==> src/include/divider_defs.svh <==
// Constants for the iterative binary divider
// Assumes inclusion by bare name from design files
`ifndef DIVIDER_DEFS_SVH
`define DIVIDER_DEFS_SVH

`define DIV_WIDTH      8
`define DIV_ITERS      4'h8
`define DIV_CNT_W      4
`define DIV_ZERO_BYTE  8'h00
`define DIV_MODE_SUB   1'b0
`define DIV_MODE_MUL   1'b1

`endif

==> src/include/divider_pkg.sv <==
// Types shared by the divider files
// Assumes divider_defs.svh is available on the include path
`include "divider_defs.svh"

package divider_pkg;

	// Operand pair handed in at start
	typedef struct packed {
		logic [`DIV_WIDTH-1:0] dividend;
		logic [`DIV_WIDTH-1:0] divisor;
	} operands_t;

	// Result pair handed out at done
	typedef struct packed {
		logic [`DIV_WIDTH-1:0] quotient;
		logic [`DIV_WIDTH-1:0] remainder;
	} result_t;

	// Sequencer states
	typedef enum logic [1:0] {
		ST_IDLE = 2'b00,
		ST_RUN  = 2'b01,
		ST_DONE = 2'b10
	} div_state_t;

endpackage

==> src/rtl/iterative_divider.sv <==
// Iterative 8-bit unsigned divider, restoring or multiply-and-subtract
// Assumes controlling fabric logic on the same clock drives start and operands
// Function
// - Takes 8-bit dividend and divisor, gives quotient and remainder.
// - Subtraction mode clears the partial remainder before the first iteration.
// - Each subtraction step shifts remainder left, filling dividend bit 8-n.
// - Subtract divisor; non-negative sets quotient bit and keeps difference.
// - Eight subtraction iterations; then quotient and remainder registers hold results.
// - Multiplication step sets trial bit 8-n, lower bits zero, upper kept.
// - Dividend minus divisor times trial; negative clears the trial bit.
// - Dividend on C, divisor on B, whole trial quotient on A.
// - After eighth multiplication step, output holds dividend minus divisor times quotient.
// - Either mode finishes in eight cycles with the combinational slice.
`timescale 1ns/1ps
`default_nettype none
`include "divider_defs.svh"

module iterative_divider
(
	// Clock, reset, enable
	input  wire logic                      i_mclk,
	input  wire logic                      i_rst,
	input  wire logic                      i_ce,
	// Request
	input  wire logic                      i_start,
	input  wire logic                      i_mode,
	input  wire divider_pkg::operands_t    i_ops,
	// Answer
	output logic                           o_busy,
	output logic                           o_done,
	output divider_pkg::result_t           o_result
);

	//------------------------------------------------------------------
	// State
	//------------------------------------------------------------------

	divider_pkg::div_state_t     state_q, state_d;
	logic [`DIV_CNT_W-1:0]       iter_q, iter_d;
	logic                        mode_q, mode_d;
	logic [`DIV_WIDTH-1:0]       num_q, num_d;
	logic [`DIV_WIDTH-1:0]       den_q, den_d;
	logic [`DIV_WIDTH-1:0]       quo_q, quo_d;
	logic [`DIV_WIDTH-1:0]       rem_q, rem_d;
	divider_pkg::result_t        res_q, res_d;

	//------------------------------------------------------------------
	// Datapath
	//------------------------------------------------------------------

	logic [`DIV_CNT_W-1:0]       bit_idx;
	logic [`DIV_WIDTH-1:0]       trial_bit;
	logic [`DIV_WIDTH-1:0]       keep_mask;
	logic [`DIV_WIDTH-1:0]       trial_q;
	logic [`DIV_WIDTH:0]         shifted;
	logic [`DIV_WIDTH:0]         sub_diff;
	logic                        sub_neg;
	logic [2*`DIV_WIDTH:0]       mul_p;
	logic                        mul_neg;

	// Bit position 8-n for iteration n = iter_q+1
	assign bit_idx = `DIV_CNT_W'(`DIV_WIDTH - 1) - iter_q;

	// One-hot trial bit and mask of bits already decided, one per bit
	genvar gi;
	generate
		for (gi = 0; gi < `DIV_WIDTH; gi = gi + 1)
		begin : g_bits
			assign trial_bit[gi] = (bit_idx == `DIV_CNT_W'(gi));
			assign keep_mask[gi] = (bit_idx < `DIV_CNT_W'(gi));
		end
	endgenerate

	// Trial quotient: decided bits kept, trial one, lower zero
	assign trial_q = (quo_q & keep_mask) | trial_bit;

	// Shift in dividend bit 8-n, then subtract divisor
	always_comb
	begin
		shifted  = {rem_q, num_q[bit_idx[2:0]]};
		sub_diff = shifted - {1'b0, den_q};
		sub_neg  = sub_diff[`DIV_WIDTH];
	end

	// Multiply-add slice: C dividend, B divisor, A trial quotient
	mul_add_slice u_slice
	(
		.i_a   (trial_q),
		.i_b   (den_q),
		.i_c   (num_q),
		.o_p   (mul_p),
		.o_neg (mul_neg)
	);

	//------------------------------------------------------------------
	// Sequencer next state
	//------------------------------------------------------------------

	// Next values for control and datapath registers
	always_comb
	begin
		state_d = state_q;
		iter_d  = iter_q;
		mode_d  = mode_q;
		num_d   = num_q;
		den_d   = den_q;
		quo_d   = quo_q;
		rem_d   = rem_q;
		res_d   = res_q;
		unique case (state_q)
			divider_pkg::ST_IDLE,
			divider_pkg::ST_DONE:
			begin
				state_d = divider_pkg::ST_IDLE;
				if (i_start)
				begin
					state_d = divider_pkg::ST_RUN;
					iter_d  = '0;
					mode_d  = i_mode;
					num_d   = i_ops.dividend;
					den_d   = i_ops.divisor;
					quo_d   = `DIV_ZERO_BYTE;
					rem_d   = (i_mode == `DIV_MODE_MUL) ? i_ops.dividend : `DIV_ZERO_BYTE;
				end
			end
			divider_pkg::ST_RUN:
			begin
				if (mode_q == `DIV_MODE_SUB)
				begin
					// Zero difference is treated as non-negative
					if (!sub_neg)
					begin
						quo_d = quo_q | trial_bit;
						rem_d = sub_diff[`DIV_WIDTH-1:0];
					end
					else
					begin
						rem_d = shifted[`DIV_WIDTH-1:0];
					end
				end
				else
				begin
					// Keep trial bit unless the slice went negative
					quo_d = mul_neg ? (quo_q & keep_mask) : trial_q;
					// Remainder tracks the slice output of the accepted trial
					if (!mul_neg)
						rem_d = mul_p[`DIV_WIDTH-1:0];
				end
				iter_d = iter_q + `DIV_CNT_W'(1);
				if (iter_q == `DIV_ITERS - `DIV_CNT_W'(1))
				begin
					state_d = divider_pkg::ST_DONE;
				end
			end
			default:
			begin
				state_d = divider_pkg::ST_IDLE;
			end
		endcase
		// Capture results after the eighth iteration
		if (state_q == divider_pkg::ST_RUN && iter_q == `DIV_ITERS - `DIV_CNT_W'(1))
		begin
			res_d.quotient  = quo_d;
			res_d.remainder = rem_d;
		end
	end

	// Remainder in multiply mode starts as the dividend itself
	// (zero quotient), so a run that rejects every trial still leaves N - D*Q.
	// The start branch above loads it that way.

	//------------------------------------------------------------------
	// Registers
	//------------------------------------------------------------------

	// Register all state, frozen while the enable is low
	always_ff @(posedge i_mclk)
	begin
		if (i_rst)
		begin
			state_q <= divider_pkg::ST_IDLE;
			iter_q  <= '0;
			mode_q  <= `DIV_MODE_SUB;
			num_q   <= `DIV_ZERO_BYTE;
			den_q   <= `DIV_ZERO_BYTE;
			quo_q   <= `DIV_ZERO_BYTE;
			rem_q   <= `DIV_ZERO_BYTE;
			res_q   <= '0;
		end
		else if (i_ce)
		begin
			state_q <= state_d;
			iter_q  <= iter_d;
			mode_q  <= mode_d;
			num_q   <= num_d;
			den_q   <= den_d;
			quo_q   <= quo_d;
			rem_q   <= rem_d;
			res_q   <= res_d;
		end
	end

	//------------------------------------------------------------------
	// Outputs
	//------------------------------------------------------------------

	// Handshake outputs and registered result
	assign o_busy   = (state_q == divider_pkg::ST_RUN);
	assign o_done   = (state_q == divider_pkg::ST_DONE);
	assign o_result = res_q;

	//------------------------------------------------------------------
	// Assertions
	//------------------------------------------------------------------

	logic [`DIV_WIDTH-1:0] exp_q, exp_r;
	logic [2*`DIV_WIDTH-1:0] chk_prod;
	always_comb
	begin
		exp_q    = (den_q == `DIV_ZERO_BYTE) ? `DIV_ZERO_BYTE : num_q / den_q;
		exp_r    = (den_q == `DIV_ZERO_BYTE) ? `DIV_ZERO_BYTE : num_q % den_q;
		chk_prod = res_q.quotient * den_q;
	end
endmodule

`default_nettype wire

==> src/rtl/mul_add_slice.sv <==
// Combinational multiply-add slice: p = c - a*b, with sign of the result
// Assumes unsigned 8-bit operands; purely combinational, no pipeline stages
`timescale 1ns/1ps
`default_nettype none
`include "divider_defs.svh"

module mul_add_slice
(
	// Operands
	input  wire logic [`DIV_WIDTH-1:0]   i_a,
	input  wire logic [`DIV_WIDTH-1:0]   i_b,
	input  wire logic [`DIV_WIDTH-1:0]   i_c,
	// Result
	output logic      [2*`DIV_WIDTH:0]   o_p,
	output logic                         o_neg
);

	logic [2*`DIV_WIDTH-1:0] prod;

	// Product and difference, one guard bit for the sign
	always_comb
	begin
		prod  = i_a * i_b;
		o_p   = {1'b0, `DIV_ZERO_BYTE, i_c} - {1'b0, prod};
		o_neg = o_p[2*`DIV_WIDTH];
	end

endmodule

`default_nettype wire
==> config.mk <==
export PLATFORM = sky130hd
export DESIGN_NAME = iterative_divider
export DESIGN_NICKNAME = d
export VERILOG_FILES = /design/src/include/divider_pkg.sv /design/src/rtl/iterative_divider.sv /design/src/rtl/mul_add_slice.sv
export VERILOG_INCLUDE_DIRS = /design/src /design/src/include
export SDC_FILE = /design/constraint.sdc
export NUM_CORES = 1
export LEC_CHECK = 0
export BUFFER_PORTS_ARGS = -buffer_cell sky130_fd_sc_hd__buf_2
export CAP_MARGIN = 25
export CORE_UTILIZATION = 54
export DETAILED_ROUTE_END_ITERATION = 8
export PLACE_DENSITY = 0.73
export REMOVE_ABC_BUFFERS = 1
export SLEW_MARGIN = 30
export SYNTH_ARGS = -nofsm -noshare
export SYNTH_HDL_FRONTEND = slang
export SYNTH_SLANG_ARGS = --single-unit
==> constraint.sdc <==
create_clock -name i_mclk -period 8.62 [get_ports i_mclk]
set_input_delay 0.862 -clock i_mclk [delete_from_list [all_inputs] [get_ports i_mclk]]
set_output_delay 0.862 -clock i_mclk [all_outputs]
set_load 0.01 [all_outputs]
==> reports/metrics.cfg <==
[run_status]
run_status = finished, final reports clean

[grt]
overflow = 0
grt_max_degree = 57
grtUsageTotal_pct = 28.1
grt_pass1_vias = 4939
grt_first_pass_wirelength_mm = 24.3
antenna_found_initial = 0

[hold_path]
hp-class = reg2reg

[pwr]
share_of_power_burned_in_registers_pct = 38.5
net-switching-power_uw = 261
ir_drop_mv = 0.0834
proportion_of_power_drawn_by_combinational_gates_pct = 34.9
power_uw = 718
cell_internal_pwr_uw = 457
switching_share_pct = 36.3
p_leak_nw = 2.55
powerDensity_nw_per_um2 = 121
power_share_of_the_clock_group_pct = 26.6

[sta]
fin_crit_ns = 6.84
period_share_pct = 79.4
unrepaired_setup_endpoints_after_global_routing = no
max_clock_freq_ghz = 0.146
drv_slew = 0
final-hold-violation-count = 0
fin_worst_skew_ns = 0.00908
tightestPinTransition_ns = 0.954
relative_slew_margins_pct = 36.2
hold_ws_ns = 0.472
setup-tns-final_ns = 0
setup_violations = 0

[die]
die_height_um = 104
fp.dieArea_um2 = 10700
top_level_ports = 39
core_area_um2 = 9910
die_w_um = 104
initial_utilization_pct = 56.3
placement_rows = 36

[synthesis]
yosys.area.top_type = sky130_fd_sc_hd__dfxtp_1
yosysMostFrequentCell = sky130_fd_sc_hd__nand2_1
synth_edf_count = 0
async_reset_ff_share_pct = 0
synth_sequential_area_ratio_pct = 19.7
yosysWarnings = 0
netlist.area_leader.share_pct = 19.7
postSynthAreaPerCell_um2 = 7.92
ys_types = 63
syn_inst = 704
synthTopCellsByCount = sky130_fd_sc_hd__nand2_1, sky130_fd_sc_hd__inv_1, sky130_fd_sc_hd__nor2_1
yosys-top-cells-area = sky130_fd_sc_hd__dfxtp_1, sky130_fd_sc_hd__fa_1, sky130_fd_sc_hd__ha_1
post_synth_instance_area_um2 = 5580
postSynth.topFlopCell = sky130_fd_sc_hd__dfxtp_1
number_of_synthesized_register_bits = 55

[clocking]
clock-sinks = 55
clock_tree_root = sky130_fd_sc_hd__clkbuf_8
cts_setup_buffers = 0
ctsHoldBuffers = 0
worstSkewPairLatency_ns = 0.32
cts_repair_resize_count = 0
worst_setup_hold_path_clk_slew_ns = 0.11
cts-buffers-inserted = 5
tritoncts_clock_tree = done
cts.path.max_buffers = 2
clock_tree.htree_level_count = 2

[detailed_routing]
dr_total_vias = 5151
antenna_left = 0
routed_via_density = 6.05
routed_wl_mm = 14.9
drc = 0
drt_pre_antenna_iters = 5
drt_first_iter_violations = 357
post_drt_wl_per_cell_um = 17.5

[worst_setup_path]
worst_ep_required_time_ns = 8.82
timing.critical_path.mode_cell = sky130_fd_sc_hd__fa_1
critical_path_arrival_ns = 7.04
critical_path.max_stage_delay_ns = 0.85
worst_setup_path_end_kind = flip-flop
critical_path.cell_chain = clkinv_1 -> nor2_1 -> and2_0 -> nand2_1 -> nand2_1 -> nand2_1 -> fa_1 -> fa_1 -> fa_1 -> inv_1 -> fa_1 -> inv_1 -> ha_1 -> nor2_1 -> nor4b_1 -> o21ai_0 -> a211oi_4 -> mux2_2 -> nor2_1 -> o32ai_1
worstSetupStartpointType = flip-flop
crit_type = reg2reg
critical_path_maximum_fanout = 18
crit_path_top_delay_cell = sky130_fd_sc_hd__a211oi_4

[placed_design]
gp_routability_congestion = 0.942
hpwl_mm = 11.4
dp.cells = 843
port_buffers = 38

[cells_and_area]
antenna_diode_count = 0
finalNetCount = 837
share_of_cells_above_drive_strength_1_pct = 9.05
post-route-util_pct = 60.0
area_delta_synth_final_pct = 6.66
number_of_non_filler_instances_in_the_completed_layout = 851

[job]
drv.max_cap_violation_count = 0

state kept, by name, indices dropped and copies added, names as in the netlist:
name / count
state_q: 2
o_result: 16
num_q: 8
mode_q: 1
iter_q: 4
rem_q: 8
quo_q: 8
den_q: 8
stage by stage:
| stage | setup slack (ns) | area (um2) |
|---|---|---|
| after floorplan | 2.45 | 5430 |
| after detailed placement | 1.86 | 5820 |
| after global routing | 1.37 | 5950 |
| final | 1.78 | 5950 |
| after CTS | 1.83 | 5950 |
| after global placement | 2.01 | 5820 |
path summary, 6_finish.rpt:
path | from | endpoint | slack [ns] | cells past startpoint
worst min register to register | o_result[15] | o_result[15] | 0.47 | 2
worst max register to register | iter_q[2] | o_result[4] | 1.78 | 20
worst max-delay path | iter_q[2] | o_result[4] | 1.78 | 20
worst min-delay path | o_result[15] | o_result[15] | 0.47 | 2
critical path, delay by kind of cell (launching register included):
family          cells  cell delay, ns
fa+ha+maj           5            2.40
simple gates        8            1.59
compound gates      3            1.19
flops               1            0.64
buf+inv             3            0.47
mux                 1            0.42
power groups by stage:
| stage | Sequential (mW) | Clock (mW) | Combinational (mW) |
|---|---|---|---|
| detailed placement | 0.281 | 0 | 0.244 |
| global placement | 0.281 | 0 | 0.238 |
| CTS | 0.276 | 0.190 | 0.247 |
| finish | 0.276 | 0.191 | 0.251 |
| floorplan | 0.278 | 0 | 0.176 |
| global route | 0.277 | 0.198 | 0.273 |
cell type report:
cell class                      count  area [um2]
Clock buffer                        6        82.6
Timing Repair Buffer               43         230
Inverter                           93         349
Clock inverter                      2        38.8
Tap cell                          133         166
Sequential cell                    55        1100
Multi-Input combinational cell    519        3980
Fill cell                         896        3960
cell families (layout without fill, tap and decap cells):
group,Yosys count,after routing,share of synthesized area [%]
adders and majority gates,99,99,28.3
AOI/OAI and AO/OA,151,151,18.3
xor gates and xnor gates,13,13,2.04
and+or+nand+nor,243,243,19.8
muxes,13,13,3.01
buffers and inverters,130,144,8.88
DFF,55,55,19.7
layer usage:
metal	global-route usage, %	share of wire (%)	vias to the layer above
li1	-	-	2390
met1	38.2	43	2458
met2	44.8	46	261
met3	4.03	8.0	42
met4	11.3	3.2	0
met5	0	0	-
cells in the final DEF, fill, tap and decap left out, types with 7 or more instances in the layout:
cell                       netlist  final
sky130_fd_sc_hd__inv_1          92     92
sky130_fd_sc_hd__xor2_1          7      7
sky130_fd_sc_hd__buf_2           3     37
sky130_fd_sc_hd__nor3_1         19     19
sky130_fd_sc_hd__o21ai_0        23     23
sky130_fd_sc_hd__fa_1           45     45
sky130_fd_sc_hd__a21oi_1        46     46
sky130_fd_sc_hd__ha_1           54     54
sky130_fd_sc_hd__nand2_1       104    104
sky130_fd_sc_hd__nor2_1         56     56
sky130_fd_sc_hd__nand2b_1       12     12
sky130_fd_sc_hd__and2_1         18     18
sky130_fd_sc_hd__dfxtp_1        55     55
sky130_fd_sc_hd__o32ai_1         9      9
No activity file was read; power rests on OpenSTA's default activity.
